==> config.mk <==
export PLATFORM = sky130hd
export DESIGN_NAME = fps_host
export DESIGN_NICKNAME = d
export VERILOG_FILES = /design/src/hw/fps_pkg.sv /design/src/hw/fps_host.sv
export SDC_FILE = /design/constraint.sdc
export NUM_CORES = 1
export LEC_CHECK = 0
export BUFFER_PORTS_ARGS = -buffer_cell sky130_fd_sc_hd__buf_2
export CAP_MARGIN = 25
export CORE_MARGIN = 4
export CORE_UTILIZATION = 50
export CTS_CLUSTER_DIAMETER = 50
export DETAILED_ROUTE_END_ITERATION = 16
export PLACE_DENSITY = 0.69
export SYNTH_ARGS = -nofsm -noshare
export SYNTH_HDL_FRONTEND = slang
export SYNTH_SLANG_ARGS = --single-unit
==> constraint.sdc <==
create_clock -name clk_sys_i -period 5.55 [get_ports clk_sys_i]
set_input_delay 1.665 -clock clk_sys_i [delete_from_list [all_inputs] [get_ports clk_sys_i]]
set_output_delay 1.665 -clock clk_sys_i [all_outputs]
set_load 0.02 [all_outputs]
==> src/hw/fps_pkg.sv <==
package fps_pkg;
  localparam int ADDR_W = 18;
  localparam int DATA_W = 8;
  // Command codes
  localparam logic [7:0] CMD_READ = 8'h00;
  localparam logic [7:0] CMD_SETUP_ERASE = 8'h20;
  localparam logic [7:0] CMD_ERASE_VERIFY = 8'hA0;
  localparam logic [7:0] CMD_SETUP_PROG = 8'h40;
  localparam logic [7:0] CMD_PROG_VERIFY = 8'hC0;
  localparam logic [7:0] CMD_RESET = 8'hFF;
  localparam logic [7:0] DATA_ERASED = 8'hFF;
  localparam logic [7:0] DATA_ZERO = 8'h00;
  // Timing
  localparam int CLK_MHZ = 50;
  localparam int PROG_PULSE_US = 10;
  localparam int PROG_PULSE_CYC = PROG_PULSE_US * CLK_MHZ;
  localparam int ERASE_PULSE_MS = 10;
  localparam int ERASE_PULSE_CYC = ERASE_PULSE_MS * 1000 * CLK_MHZ;
  localparam int VERIFY_SETTLE_US = 6;
  localparam int VERIFY_SETTLE_CYC = VERIFY_SETTLE_US * CLK_MHZ;
  localparam int SUPPLY_RAMP_US = 100;
  localparam int SUPPLY_RAMP_CYC = SUPPLY_RAMP_US * CLK_MHZ;
  localparam int MAX_PROG_PULSES = 25;
  localparam int MAX_ERASE_PULSES = 1000;
  // Bus cycle phases, in clocks; timer and bus counter width, in bits
  localparam int WE_SETUP_CYC = 2;
  localparam int WE_LOW_CYC = 4;
  localparam int WE_HOLD_CYC = 2;
  localparam int RD_CYC = 6;
  localparam int TMR_W = 32;
  // Operation codes on op_i
  localparam logic [1:0] OP_PROGRAM = 2'h0;
  localparam logic [1:0] OP_ERASE = 2'h1;
  localparam logic [1:0] OP_ABORT = 2'h2;
  localparam logic [1:0] OP_PRECLEAR = 2'h3;
endpackage : fps_pkg
==> src/hw/fps_host.sv <==
`timescale 1ns/100ps
module fps_host #(
  parameter int ERASE_CYC = fps_pkg::ERASE_PULSE_CYC,
  parameter int RAMP_CYC = fps_pkg::SUPPLY_RAMP_CYC,
  parameter int PROG_CYC = fps_pkg::PROG_PULSE_CYC,
  parameter int SETTLE_CYC = fps_pkg::VERIFY_SETTLE_CYC,
  parameter logic [fps_pkg::ADDR_W-1:0] LAST_ADDR = '1
) (
  input wire logic clk_sys_i,
  input wire logic sys_rst_i,
  input wire logic start_i,
  input wire logic [1:0] op_i,
  input wire logic [fps_pkg::ADDR_W-1:0] addr_i,
  input wire logic [fps_pkg::DATA_W-1:0] data_i,
  output logic busy_o,
  output logic done_o,
  output logic fail_o,
  output logic skipped_o,
  output logic [fps_pkg::ADDR_W-1:0] fail_addr_o,
  output logic [fps_pkg::ADDR_W-1:0] mem_addr_o,
  input wire logic [fps_pkg::DATA_W-1:0] mem_data_i,
  output logic [fps_pkg::DATA_W-1:0] mem_data_o,
  output logic mem_data_oe_o,
  output logic mem_ce_n_o,
  output logic mem_we_n_o,
  output logic mem_oe_n_o,
  output logic program_supply_high_level_o
);
  typedef enum logic [15:0] {
    S_IDLE = 16'h0001, S_RAMP = 16'h0002, S_BLANK = 16'h0004, S_PSET = 16'h0008,
    S_PWR = 16'h0010, S_PWAIT = 16'h0020, S_PVFY = 16'h0040, S_PRD = 16'h0080,
    S_ESET = 16'h0100, S_EGO = 16'h0200, S_EWAIT = 16'h0400, S_EVFY = 16'h0800,
    S_ERD = 16'h1000, S_RDCMD = 16'h2000, S_FALL = 16'h4000, S_ABORT = 16'h8000
  } fps_state_t;
  typedef enum logic [2:0] {
    B_IDLE = 3'h1, B_WR = 3'h2, B_RD = 3'h4
  } fps_bus_t;
  fps_state_t state;
  fps_bus_t bus;
  logic [1:0] op;
  logic [fps_pkg::ADDR_W-1:0] tgt_addr;
  logic [fps_pkg::DATA_W-1:0] tgt_data;
  logic [fps_pkg::ADDR_W-1:0] vfy_addr;
  logic [fps_pkg::TMR_W-1:0] tmr;
  logic [fps_pkg::TMR_W-1:0] bcnt;
  logic [9:0] pulses;
  logic two_writes;
  logic bus_go;
  logic bus_wr;
  logic bus_done;
  logic [fps_pkg::DATA_W-1:0] rd_data;
  logic [fps_pkg::DATA_W-1:0] wr_data;
  logic [fps_pkg::ADDR_W-1:0] wr_addr;
  logic timer_done;
  assign timer_done = (tmr == '0);
  assign busy_o = (state != S_IDLE);
  assign mem_ce_n_o = (bus == B_IDLE);
  assign mem_data_oe_o = (bus == B_WR);
  //////////////////////////////////////////////////////////////////////////////
  // Bus cycle engine: address and data set at cycle start, before strobe fall, held past rise
  always_ff @(posedge clk_sys_i)
  begin
    bus_done <= 1'b0;
    if (sys_rst_i)
    begin
      bus <= B_IDLE;
      bcnt <= '0;
      mem_we_n_o <= 1'b1;
      mem_oe_n_o <= 1'b1;
      mem_addr_o <= '0;
      mem_data_o <= '0;
      rd_data <= '0;
    end
    else
    begin
      unique case (bus)
        B_IDLE:
        begin
          if (bus_go)
          begin
            mem_addr_o <= wr_addr;
            mem_data_o <= wr_data;
            bcnt <= '0;
            bus <= bus_wr ? B_WR : B_RD;
          end
        end
        B_WR:
        begin
          bcnt <= bcnt + 1'b1;
          if (bcnt == fps_pkg::TMR_W'(fps_pkg::WE_SETUP_CYC))
            mem_we_n_o <= 1'b0;
          if (bcnt == fps_pkg::TMR_W'(fps_pkg::WE_SETUP_CYC + fps_pkg::WE_LOW_CYC))
            mem_we_n_o <= 1'b1;
          if (bcnt == fps_pkg::TMR_W'(fps_pkg::WE_SETUP_CYC + fps_pkg::WE_LOW_CYC
                                      + fps_pkg::WE_HOLD_CYC))
          begin
            bus <= B_IDLE;
            bus_done <= 1'b1;
          end
        end
        B_RD:
        begin
          bcnt <= bcnt + 1'b1;
          mem_oe_n_o <= 1'b0;
          if (bcnt == fps_pkg::TMR_W'(fps_pkg::RD_CYC))
          begin
            rd_data <= mem_data_i;
            mem_oe_n_o <= 1'b1;
            bus <= B_IDLE;
            bus_done <= 1'b1;
          end
        end
        default:
          bus <= B_IDLE;
      endcase
    end
  end
  //////////////////////////////////////////////////////////////////////////////
  // Bus request per state; only issued while the engine is idle
  always_comb
  begin
    bus_go = 1'b0;
    bus_wr = 1'b1;
    wr_addr = tgt_addr;
    wr_data = fps_pkg::CMD_READ;
    unique case (state)
      S_BLANK: begin bus_go = 1'b1; bus_wr = 1'b0; wr_addr = vfy_addr; end
      S_PSET: begin bus_go = 1'b1; wr_data = fps_pkg::CMD_SETUP_PROG; end
      S_PWR: begin bus_go = 1'b1; wr_data = tgt_data; end
      S_PVFY: begin bus_go = timer_done; wr_data = fps_pkg::CMD_PROG_VERIFY; end
      S_PRD: begin bus_go = timer_done; bus_wr = 1'b0; end
      S_ESET, S_EGO: begin bus_go = 1'b1; wr_data = fps_pkg::CMD_SETUP_ERASE; end
      S_EVFY:
      begin
        bus_go = timer_done;
        wr_addr = vfy_addr;
        wr_data = fps_pkg::CMD_ERASE_VERIFY;
      end
      S_ERD: begin bus_go = timer_done; bus_wr = 1'b0; wr_addr = vfy_addr; end
      S_RDCMD: begin bus_go = 1'b1; wr_data = fps_pkg::CMD_READ; end
      S_ABORT: begin bus_go = 1'b1; wr_data = fps_pkg::CMD_RESET; end
      default: bus_go = 1'b0;
    endcase
    bus_go = bus_go && (bus == B_IDLE) && !bus_done;
  end
  //////////////////////////////////////////////////////////////////////////////
  // Sequencer
  always_ff @(posedge clk_sys_i)
  begin
    done_o <= 1'b0;
    if (sys_rst_i)
    begin
      state <= S_IDLE;
      op <= fps_pkg::OP_PROGRAM;
      tgt_addr <= '0;
      tgt_data <= '0;
      vfy_addr <= '0;
      tmr <= '0;
      pulses <= '0;
      two_writes <= 1'b0;
      fail_o <= 1'b0;
      skipped_o <= 1'b0;
      fail_addr_o <= '0;
      program_supply_high_level_o <= 1'b0;
    end
    else
    begin
      if (!timer_done)
        tmr <= tmr - 1'b1;
      unique case (state)
        S_IDLE:
          if (start_i)
          begin
            op <= op_i;
            tgt_addr <= (op_i == fps_pkg::OP_PRECLEAR) ? '0 : addr_i;
            tgt_data <= (op_i == fps_pkg::OP_PRECLEAR) ? fps_pkg::DATA_ZERO : data_i;
            vfy_addr <= '0;
            pulses <= '0;
            two_writes <= 1'b0;
            fail_o <= 1'b0;
            skipped_o <= 1'b0;
            program_supply_high_level_o <= 1'b1;
            tmr <= fps_pkg::TMR_W'(RAMP_CYC);
            state <= S_RAMP;
          end
        S_RAMP:
          if (timer_done)
          begin
            unique case (op)
              fps_pkg::OP_ERASE: state <= S_BLANK;
              fps_pkg::OP_ABORT: state <= S_ABORT;
              default: state <= S_PSET;
            endcase
          end
        S_BLANK:
          if (bus_done)
          begin
            if (rd_data != fps_pkg::DATA_ERASED)
            begin
              vfy_addr <= '0;
              state <= S_ESET;
            end
            else if (vfy_addr == LAST_ADDR)
            begin
              skipped_o <= 1'b1;
              state <= S_RDCMD;
            end
            else
              vfy_addr <= vfy_addr + 1'b1;
          end
        S_PSET:
          if (bus_done)
            state <= S_PWR;
        S_PWR:
          if (bus_done)
          begin
            pulses <= pulses + 1'b1;
            tmr <= fps_pkg::TMR_W'(PROG_CYC);
            state <= S_PVFY;
          end
        S_PVFY:
          if (bus_done)
          begin
            tmr <= fps_pkg::TMR_W'(SETTLE_CYC);
            state <= S_PRD;
          end
        S_PRD:
          if (bus_done)
          begin
            if (rd_data == tgt_data)
            begin
              pulses <= '0;
              if (op == fps_pkg::OP_PRECLEAR && tgt_addr != LAST_ADDR)
              begin
                tgt_addr <= tgt_addr + 1'b1;
                state <= S_PSET;
              end
              else
                state <= S_RDCMD;
            end
            else if (pulses == 10'(fps_pkg::MAX_PROG_PULSES))
            begin
              fail_o <= 1'b1;
              fail_addr_o <= tgt_addr;
              state <= S_RDCMD;
            end
            else
              state <= S_PSET;
          end
        S_ESET:
          if (bus_done)
            state <= S_EGO;
        S_EGO:
          if (bus_done)
          begin
            pulses <= pulses + 1'b1;
            tmr <= fps_pkg::TMR_W'(ERASE_CYC);
            state <= S_EVFY;
          end
        S_EVFY:
          if (bus_done)
          begin
            tmr <= fps_pkg::TMR_W'(SETTLE_CYC);
            state <= S_ERD;
          end
        S_ERD:
          if (bus_done)
          begin
            if (rd_data == fps_pkg::DATA_ERASED)
            begin
              if (vfy_addr == LAST_ADDR)
                state <= S_RDCMD;
              else
              begin
                vfy_addr <= vfy_addr + 1'b1;
                state <= S_EVFY;
              end
            end
            else if (pulses == 10'(fps_pkg::MAX_ERASE_PULSES))
            begin
              fail_o <= 1'b1;
              fail_addr_o <= vfy_addr;
              state <= S_RDCMD;
            end
            else
              state <= S_ESET; // Keeps vfy_addr to resume there
          end
        S_ABORT:
          if (bus_done)
          begin
            two_writes <= 1'b1;
            if (two_writes)
              state <= S_RDCMD; // Second reset write done, read command next
          end
        S_RDCMD:
          if (bus_done)
          begin
            tmr <= fps_pkg::TMR_W'(RAMP_CYC);
            state <= S_FALL;
          end
        S_FALL:
        begin
          program_supply_high_level_o <= 1'b0;
          if (timer_done)
          begin
            done_o <= 1'b1;
            state <= S_IDLE;
          end
        end
        default:
          state <= S_IDLE;
      endcase
    end
  end
endmodule : fps_host

Word level (Yosys, flattened, before mapping)
Index checks and enable logic that the tools add are counted.

Register bits: 199. Input port bits: 39. Output and inout bits: 53. Word-level logic and storage cells: 217.

Add/sub/neg operators: 5. Equality and inequality tests: 61. Mux-type cells: 90. Bitwise gates (word level): 1. Reduce and logical (&&, ||, !) cells: 39.

Operators by type and width (count): 18-bit 2-to-1 mux (18); 16-bit 2-to-1 mux (19); 32-bit 2-to-1 mux (7); 16-bit one-hot mux with 14 select lines (1); 32-bit one-hot mux with 5 select lines (1); 18-bit one-hot mux with 2 select lines (2); 32-bit one-hot mux with 2 select lines (1); 14-bit 2-to-1 mux (4); 18-bit one-hot mux with 3 select lines (1); 2-bit != test (second input constant) (25); 8-bit one-hot mux with 6 select lines (1); 10-bit 2-to-1 mux (4); 18-bit by 1-bit adder with 18-bit output (second input constant) (2); 32-bit by 1-bit adder with 32-bit output (second input constant) (1); 32-bit by 2-bit equality test with 1-bit output (second input constant) (1); 32-bit by 3-bit equality test with 1-bit output (second input constant) (1); 32-bit by 4-bit equality test with 1-bit output (second input constant) (1); 32-bit logical NOT (1); 16-bit one-hot mux with 2 select lines (1); 32-bit by 1-bit subtractor with 32-bit output (second input constant) (1); 10-bit one-hot mux with 3 select lines (1); 5-bit AND reduction (4); 18-bit equality test (second input constant) (1); 18-bit != test (second input constant) (1); 48 further kinds (96).

Longest topological paths before layout
Gate-level depths: netlist of the first run.

Depth after elaboration: 7. Depth in mapped cells: 12. Depth with buffers taken out: 9.

Worst setup path before layout of the first run
No wires, ideal clock.

Path kind: input-to-reg. Start: input start_i. End: register pulses[3]. Library setup time: 0.070 ns. Data arrival time: 3.212 ns. Required time: 5.480 ns. Path slack: 2.267 ns. Stages: 6. Path buffers: 0. Cells stage by stage: or3_1 a21oi_1 a2111oi_4 o21ai_2 or4b_1 a21oi_1.

Word-level cells in the longest chain between the ends: 2.

RTL lines: from (decl) (line fps_host.sv:11) `input wire logic start_i,`; 2-bit != test (no line); 5-bit AND reduction (no line); to (signal assigned) (line fps_host.sv:217) `pulses <= pulses + 1'b1;`; to (signal assigned) (line fps_host.sv:256) `pulses <= pulses + 1'b1;`; to (decl) (line fps_host.sv:46) `logic [9:0] pulses;`.

Every way passes these cells. A chain may end at the register's enable or synchronous reset.

Worst setup path in the final report of the first run
Start: register state[4]. End: output busy_o.

Word-level cells in the longest chain between the ends: 1.

RTL lines: from (decl) (line fps_host.sv:38) `fps_state_t state;`; from (signal assigned) (line fps_host.sv:153) `state <= S_IDLE;`; from (signal assigned) (line fps_host.sv:184) `state <= S_RAMP;`; from (signal assigned) (line fps_host.sv:190) `fps_pkg::OP_ERASE: state <= S_BLANK;`; 16-bit by 1-bit != test with 1-bit output (line fps_host.sv:56) `assign busy_o = (state != S_IDLE);`; to (decl) (line fps_host.sv:15) `output logic busy_o,`.

Every way passes these cells.

==> results of run 1 <==
[worst reg2reg max path, stage by stage, from the launching register on]
cell and delay, ps:
dfxtp_1 370, or4_1 770, nor2_1 320, nand3_1 120, buf_4 260, o41ai_2 710, and2_1 680, a21oi_1 160
a211oi_1 260
[cells by family (layout without fill, tap and decap cells)]
logic type,Yosys count,in the layout,share of synthesized area
multiplexers,33,33,0.0330
adder cells (fa/ha/maj),13,13,0.0162
flip-flops,197,197,0.393
XOR/XNOR,82,82,0.0715
AND/OR/NAND/NOR,567,567,0.284
AO/OA/AOI/OAI,239,239,0.163
buffers and inverters,91,163,0.0394
[power by group]
part | total [W] | internal, W | leakage (nW) | switching [W]
sequential | 0.00176 | 0.00157 | 1.60 | 0.000191
clock | 0.00130 | 0.000747 | 0.296 | 0.000553
combinational | 0.00144 | 0.000543 | 2.47 | 0.000900
total | 0.00451 | 0.00286 | 4.36 | 0.00164
[per-stage QoR]
step,setup WS [ps],hold slack (ps),cells
global placement,1830,448,1524
CTS,1340,473,1556
detailed placement,1820,456,1525
finish,1330,472,1559
floorplan,2270,447,1222
global route,1250,509,1559
[cell type report]
class	instances	area, µm²	share of cell area
Multi-Input combinational cell	934	5730	0.507
Sequential cell	197	3940	0.349
Timing Repair Buffer	112	614	0.0543
Clock buffer	21	470	0.0416
Tap cell	265	332	0.0293
Clock inverter	10	145	0.0128
Inverter	20	75.1	0.00664
[state kept, by name, summed over array words and instances, names as in the netlist, 2 cells and up]
signal	cells
bcnt	32
tmr	32
fail_addr_o	18
mem_addr_o	18
tgt_addr	18
vfy_addr	18
state	14
pulses	10
mem_data_o	8
rd_data	8
tgt_data	8
bus	3
op	2
[worst paths after layout]
| check | slack (ps) | endpoint | depth (start not counted) |
|---|---|---|---|
| max | 1330 | busy_o | 4 |
| max reg2reg | 1820 | tgt_addr[12]$_SDFFE_PP0P_ | 8 |
| min reg2reg | 470 | mem_oe_n_o$_SDFFE_PP1N_ | 2 |
| min | 470 | mem_oe_n_o$_SDFFE_PP1N_ | 2 |
[metal layers]
metal,vias to the layer above,GRT usage,part of all wire
met2,324,0.362,0.44
met4,0,0.0535,0.0094
li1,4543,-,-
met1,4321,0.347,0.47
met3,22,0.0527,0.073
met5,-,0,0
[synthesized netlist by cell type, drive strengths merged, types with 32 or more instances]
master / number / area share
nand3: 50 / 0.025
clkbuf: 50 / 0.019
nor4: 37 / 0.027
nand2: 124 / 0.046
xnor2: 36 / 0.031
a21oi: 72 / 0.037
mux2i: 32 / 0.032
a211oi: 42 / 0.031
xor2: 46 / 0.040
nor2: 181 / 0.068
nor3: 37 / 0.019
dfxtp: 197 / 0.39
==> flow_metrics.py, run 1 <==
metrics = {
    "outcome": {
        "status": "completed",
    },
    "synthesis": {
        "synth-seq-cells": 197,
        "ys_seq_area_frac": 0.393,
        "yosys_warnings": 0,
        "syn_area_mm2": 0.0100,
        "syn_inst": 1222,
        "syn_nets": 1274,
        "ys.flop_type": "dfxtp_1",
        "avgSynthCellArea_um2": 8.21,
        "synth_edf_count": 0,
        "async_flop_share": 0,
        "synth.distinct_cells": 71,
    },
    "worst_setup_path": {
        "cp_top_family": "simple AND/OR/NAND/NOR gates",
        "critPathRequiredTime_ps": 3880,
        "r2r-start": "state[15]$_SDFFE_PP0P_",
        "path_cells": "or4_1, nor4_4, inv_2, buf_2",
        "cp.arrival_ps": 2550,
        "crit_start": "state[4]$_SDFFE_PP0P_",
        "max_stage_delay_ps": 770,
        "cp_max_fo": 10,
        "crit_type": "flip-flop to output port",
        "critPathLaunchType": "flip-flop",
        "path_buf_inv": 2,
        "critPathSlowestCell": "or4_1",
        "end_kind": "output port",
    },
    "floorplanning": {
        "rows": 51,
        "die_y_um": 150,
        "core_area_mm2": 0.0196,
        "num_io_pins": 92,
        "die-area_mm2": 0.0224,
        "die_w_um": 150,
        "start_util": 0.512,
    },
    "clocking": {
        "numCtsBuffers": 17,
        "numClockSinks": 197,
        "clk_path_buf_depth": 2,
        "htreeDepth": 4,
        "cts_tree": "yes",
        "hold_buffers": 0,
        "root_buffer": "clkbuf_16",
        "ctsResizeCount": 0,
        "clk_pin_slew_ps": 70,
        "cts_setup_buffers": 0,
        "clock_latency_ps": 440,
    },
    "finish": {
        "drive_gt1_frac": 0.135,
        "postLayoutCellArea_mm2": 0.0113,
        "nNetsFinal": 1334,
        "area_growth_pct": 12.7,
        "final_common_cell": "dfxtp_1",
        "fillers": 1822,
        "layout_common_cells": "dfxtp_1, nor2_1, nand2_1, buf_2, a21oi_1",
        "fin_util": 0.577,
        "antenna_cells": 0,
    },
    "grt": {
        "grt_start_max_net_pins": 73,
        "grt_usage": 0.238,
        "grt_pass1_wl_um": 43100,
        "grt_antenna_before_repair": 0,
        "grt-ovfl-total": 0,
        "grt_pass1_vias": 8183,
    },
    "drt": {
        "routed_wl_um": 26700,
        "drtIter0Drc": 689,
        "drc": 0,
        "wl_per_cell_um": 17.1,
        "dr.pass1.iters": 5,
        "routed_via_density": 5.91,
        "drtAntennaViolNets": 0,
        "vias": 9210,
    },
    "sta": {
        "rsz0062_at_grt": "false",
        "setup_viol": 0,
        "fmax_mhz": 237,
        "maxSlewHeadroom": 0.338,
        "worstMarginPinSlew_ps": 983,
        "period_minus_slack_ps": 4220,
        "period_share": 0.760,
        "fin_skew_ps": 10.9,
        "final.setup.tns_ps": 0,
        "hold_viol": 0,
        "drv_slew": 0,
    },
    "power_and_ir_drop": {
        "total_power_w": 0.00451,
        "ir_worst_vdd_mv": 0.212,
        "p_leak_nw": 4.36,
        "power_density_mw_per_mm2": 399,
    },
    "place": {
        "dpl.hpwl_um": 18700,
        "dpl_cell_area_mm2": 0.0107,
        "numPortBuffers": 91,
        "place_congestion": 0.961,
    },
    "min_path": {
        "min_path_type": "flip-flop to flip-flop",
        "hold_path_startpoint": "mem_oe_n_o$_SDFFE_PP1N_",
    },
    "flow_run": {
        "max_cap_viol_count": 0,
    },
}
Note: power is estimated with default switching activity, not from simulation.
==> run 2: changes to the inputs <==
==> constraint.sdc (replaced) <==
create_clock -name clk_sys_i -period 4.32 [get_ports clk_sys_i]
set_input_delay 1.296 -clock clk_sys_i [delete_from_list [all_inputs] [get_ports clk_sys_i]]
set_output_delay 1.296 -clock clk_sys_i [all_outputs]
set_load 0.02 [all_outputs]
==> flow_metrics.py, run 2 (synthesis results as in run 1) <==
metrics = {
    "outcome": {
        "status": "completed",
    },
    "grt": {
        "grt_usage": 0.243,
        "grt_start_max_net_pins": 65,
        "grt_antenna_before_repair": 0,
        "grt-ovfl-total": 0,
        "grt_pass1_vias": 8660,
        "grt_pass1_wl_um": 44000,
    },
    "sta": {
        "hold_slack_ps": 474,
        "final.setup.tns_ps": 0,
        "rsz0062_at_grt": "false",
        "setup_viol": 0,
        "drv_slew": 0,
        "period_minus_slack_ps": 3740,
        "worstMarginPinSlew_ps": 996,
        "fmax_mhz": 267,
        "period_share": 0.866,
        "maxSlewHeadroom": 0.330,
        "fin_skew_ps": 15.5,
        "hold_viol": 0,
    },
    "worst_setup_path": {
        "critPathLaunchType": "flip-flop",
        "cp.arrival_ps": 2440,
        "critPathRequiredTime_ps": 3020,
        "end_kind": "output port",
        "cp_max_fo": 10,
        "crit_type": "flip-flop to output port",
    },
    "drt": {
        "wl_per_cell_um": 17.4,
        "drtAntennaViolNets": 0,
        "drc": 0,
        "routed_via_density": 5.89,
        "drtIter0Drc": 667,
        "dr.pass1.iters": 5,
        "vias": 9214,
        "routed_wl_um": 27300,
    },
    "finish": {
        "final_common_cell": "dfxtp_1",
        "fin_util": 0.578,
        "drive_gt1_frac": 0.139,
        "regArea_mm2": 0.00394,
        "fillers": 1808,
        "largestRegisters": "bcnt: 32 flops, tmr: 32 flops",
        "antenna_cells": 0,
        "nNetsFinal": 1339,
        "area_growth_pct": 12.8,
        "layout_common_cells": "dfxtp_1, nor2_1, nand2_1, buf_2, a21oi_1",
        "multiInputGateArea_mm2": 0.00573,
    },
    "floorplanning": {
        "rows": 51,
        "die_y_um": 150,
        "core_area_mm2": 0.0196,
        "num_io_pins": 92,
        "die_w_um": 150,
        "start_util": 0.512,
        "die-area_mm2": 0.0224,
    },
    "clocking": {
        "numCtsBuffers": 17,
        "numClockSinks": 197,
        "clk_pin_slew_ps": 70,
        "htreeDepth": 4,
        "root_buffer": "clkbuf_16",
        "cts_setup_buffers": 0,
        "cts_tree": "yes",
        "hold_buffers": 0,
        "ctsResizeCount": 0,
        "clk_path_buf_depth": 2,
        "clock_latency_ps": 450,
    },
    "flow_run": {
        "max_cap_viol_count": 0,
    },
    "power_and_ir_drop": {
        "power_density_mw_per_mm2": 506,
        "p_leak_nw": 4.38,
        "ir_worst_vdd_mv": 0.268,
    },
    "place": {
        "dpl.hpwl_um": 19300,
        "place_congestion": 0.929,
        "numPortBuffers": 91,
    },
    "min_path": {
        "min_path_type": "flip-flop to flip-flop",
    },
}
==> run 2: layout make-up <==
type | instances | area share
clock buffers | 19 | 0.0391
clock inverters | 13 | 0.0128
inverters | 20 | 0.00663
multi-input cells | 934 | 0.506
flip-flops and latches | 197 | 0.348
well taps | 265 | 0.0293
repair buffers | 117 | 0.0580
==> run 2: path summary, 6_finish.rpt <==
check / start / cells past startpoint / to / slack, ps
worst max register to register: state[15]$_SDFFE_PP0P_ / 7 / tgt_addr[12]$_SDFFE_PP0P_ / 900
worst min-delay path: mem_oe_n_o$_SDFFE_PP1N_ / 2 / mem_oe_n_o$_SDFFE_PP1N_ / 470
worst max-delay path: state[4]$_SDFFE_PP0P_ / 4 / busy_o / 580
worst min register to register: mem_oe_n_o$_SDFFE_PP1N_ / 2 / mem_oe_n_o$_SDFFE_PP1N_ / 470
==> run 2: power breakdown <==
part / internal [W] / total [W] / leakage [nW] / switching, W
logic: 0.000703 / 0.00186 / 2.50 / 0.00116
registers: 0.00202 / 0.00226 / 1.60 / 0.000236
clock network: 0.000878 / 0.00161 / 0.286 / 0.000735
==> run 2: critical path, stage by stage, from the launching register on <==
cell	delay [ps]
dfxtp_1	380
or4_1	760
nor4_4	470
inv_2	190
buf_2	210
==> run 2: through the flow <==
stage	power (W)	instances	cell area (µm²)	setup WS, ps
after floorplan	0.00364	1222	10000	1410
after global placement	0.00408	1531	10700	623
after detailed placement	0.00413	1532	10700	948
after CTS	0.00574	1564	11300	566
after global routing	0.00606	1565	11300	431
final	0.00573	1565	11300	580
==> run 2: routing by layer <==
layer | global-route usage | share of wire | up-vias
met2 | 0.369 | 0.44 | 289
met4 | 0.0695 | 0.023 | 0
met5 | 0 | 0 | -
li1 | - | - | 4554
met1 | 0.346 | 0.46 | 4328
met3 | 0.0575 | 0.070 | 43
==> run 3: changes to the inputs <==
--- a/config.mk
+++ b/config.mk
@@ -7,11 +7,13 @@
 export LEC_CHECK = 0
 export BUFFER_PORTS_ARGS = -buffer_cell sky130_fd_sc_hd__buf_2
 export CAP_MARGIN = 25
+export CELL_PAD_IN_SITES_DETAIL_PLACEMENT = 0
+export CELL_PAD_IN_SITES_GLOBAL_PLACEMENT = 2
 export CORE_MARGIN = 4
-export CORE_UTILIZATION = 50
+export CORE_UTILIZATION = 36
 export CTS_CLUSTER_DIAMETER = 50
 export DETAILED_ROUTE_END_ITERATION = 16
-export PLACE_DENSITY = 0.69
+export PLACE_DENSITY_LB_ADDON = 0.1
 export SYNTH_ARGS = -nofsm -noshare
 export SYNTH_HDL_FRONTEND = slang
 export SYNTH_SLANG_ARGS = --single-unit
==> flow_metrics.py, run 3 (synthesis results as in run 1) <==
metrics = {
    "outcome": {
        "status": "completed",
    },
    "finish": {
        "drive_gt1_frac": 0.136,
        "final_common_cell": "dfxtp_1",
        "fillers": 2850,
        "fin_util": 0.420,
        "antenna_cells": 0,
        "area_growth_pct": 13.6,
        "postLayoutCellArea_mm2": 0.0114,
        "nNetsFinal": 1338,
        "largestRegisters": "bcnt: 32 flops, tmr: 32 flops",
        "layout_common_cells": "dfxtp_1, nor2_1, nand2_1, buf_2, a21oi_1",
    },
    "min_path": {
        "min_path_type": "flip-flop to flip-flop",
    },
    "clocking": {
        "clk_path_buf_depth": 2,
        "clk_pin_slew_ps": 70,
        "numClockSinks": 197,
        "cts_tree": "yes",
        "clock_latency_ps": 440,
        "numCtsBuffers": 17,
        "hold_buffers": 0,
        "ctsResizeCount": 0,
        "root_buffer": "clkbuf_16",
        "cts_setup_buffers": 0,
        "htreeDepth": 4,
    },
    "power_and_ir_drop": {
        "p_switching_w": 0.00220,
        "p_leak_nw": 4.33,
        "power_density_mw_per_mm2": 498,
        "combPwrFrac": 0.330,
        "switching_share": 0.388,
        "ir_worst_vdd_mv": 0.230,
        "seqPwrFrac": 0.403,
        "p_int_w": 0.00348,
        "power_frac_clock": 0.267,
    },
    "sta": {
        "fin_skew_ps": 13.1,
        "final.setup.tns_ps": 0,
        "period_share": 0.887,
        "rsz0062_at_grt": "false",
        "period_minus_slack_ps": 3830,
        "setup_viol": 0,
        "maxSlewHeadroom": 0.338,
        "drv_slew": 0,
        "fmax_mhz": 261,
        "hold_viol": 0,
        "worstMarginPinSlew_ps": 982,
    },
    "worst_setup_path": {
        "critPathRequiredTime_ps": 3020,
        "endpoint": "busy_o",
        "cp_top_family": "simple AND/OR/NAND/NOR gates",
        "max_stage_delay_ps": 790,
        "cp.arrival_ps": 2540,
        "reg2reg_setup_slack_ps": 910,
        "crit_type": "flip-flop to output port",
        "worstReg2RegEnd": "tmr[6]$_SDFF_PP0_",
        "end_kind": "output port",
        "r2r-start": "state[4]$_SDFFE_PP0P_",
        "critPathSlowestCell": "or4_1",
        "critPathLaunchType": "flip-flop",
        "crit_start": "state[4]$_SDFFE_PP0P_",
        "ff2ff_path_depth": 7,
        "path_cells": "or4_1, nor4_4, inv_2, buf_2",
        "cp_max_fo": 10,
        "path_buf_inv": 2,
        "cp.depth": 4,
    },
    "grt": {
        "grt_pass1_vias": 8540,
        "grt_pass1_wl_um": 49100,
        "grt_start_max_net_pins": 54,
        "grt_antenna_before_repair": 0,
        "grt-ovfl-total": 0,
        "grt_usage": 0.197,
    },
    "floorplanning": {
        "die_y_um": 175,
        "die-area_mm2": 0.0306,
        "start_util": 0.369,
        "die_w_um": 175,
        "rows": 60,
        "num_io_pins": 92,
        "core_area_mm2": 0.0272,
    },
    "drt": {
        "routed_wl_um": 30300,
        "routed_via_density": 5.40,
        "dr.pass1.iters": 5,
        "vias": 9026,
        "drtAntennaViolNets": 0,
        "drc": 0,
        "drtIter0Drc": 688,
        "wl_per_cell_um": 18.1,
    },
    "place": {
        "dpl.hpwl_um": 22000,
        "numPortBuffers": 91,
        "place_congestion": 0.885,
        "dpl_cell_area_mm2": 0.0109,
    },
    "flow_run": {
        "max_cap_viol_count": 0,
    },
}
run 3: cell types whose count changed in the layout (fill, tap and decap cells not counted), sizes merged:
cell / delta
buf: -1
bufinv: -2
inv: -1
clkinvlp: +4
clkbuf: +2
clkinv: -3
run 3: power by group through the flow:
stage / clock network, W / registers (W) / logic [W]
final: 0.00152 / 0.00229 / 0.00188
after global routing: 0.00163 / 0.00232 / 0.00211
after CTS: 0.00157 / 0.00229 / 0.00189
after detailed placement: 0 / 0.00233 / 0.00189
after global placement: 0 / 0.00233 / 0.00189
after floorplan: 0 / 0.00224 / 0.00140
run 3: how the worst min path moves through the flow:
stage	slack, ps	to	start	depth (start not counted)
after floorplan	450	two_writes$_SDFFE_PP0P_	two_writes$_SDFFE_PP0P_	2
after global placement	450	mem_oe_n_o$_SDFFE_PP1N_	mem_oe_n_o$_SDFFE_PP1N_	2
after detailed placement	450	mem_oe_n_o$_SDFFE_PP1N_	mem_oe_n_o$_SDFFE_PP1N_	2
after CTS	460	mem_oe_n_o$_SDFFE_PP1N_	mem_oe_n_o$_SDFFE_PP1N_	2
after global routing	490	mem_oe_n_o$_SDFFE_PP1N_	mem_oe_n_o$_SDFFE_PP1N_	2
final	460	mem_oe_n_o$_SDFFE_PP1N_	mem_oe_n_o$_SDFFE_PP1N_	2
run 3: through the flow:
step | hold WS (ps) | std cells | total power (W) | setup slack (ps)
after detailed placement | 448 | 1638 | 0.00422 | 950
after global placement | 447 | 1638 | 0.00422 | 976
after CTS | 465 | 1670 | 0.00575 | 476
after floorplan | 447 | 1222 | 0.00364 | 1410
final | 462 | 1671 | 0.00568 | 488
after global routing | 493 | 1671 | 0.00606 | 342
run 3: layer usage:
layer  global-route usage  vias up  routed length [µm]
li1                     -     4559                   -
met1                0.297     4262               15900
met2                0.294      178               12900
met3               0.0357       27                1050
met4               0.0383        0                 416
met5                    0        -                   0
run 3: layout make-up:
type	count	area, µm²	area share
Clock buffer	21	440	0.0386
Clock inverter	11	96.3	0.00845
Inverter	20	75.1	0.00658
Multi-Input combinational cell	934	5730	0.502
Sequential cell	197	3940	0.346
Tap cell	372	465	0.0408
Timing Repair Buffer	116	656	0.0575
run 3: worst min-delay path: stages, from the launching register on:
cell and delay (ps):
dfxtp_1 330, a21oi_1 60, nand2_1 50
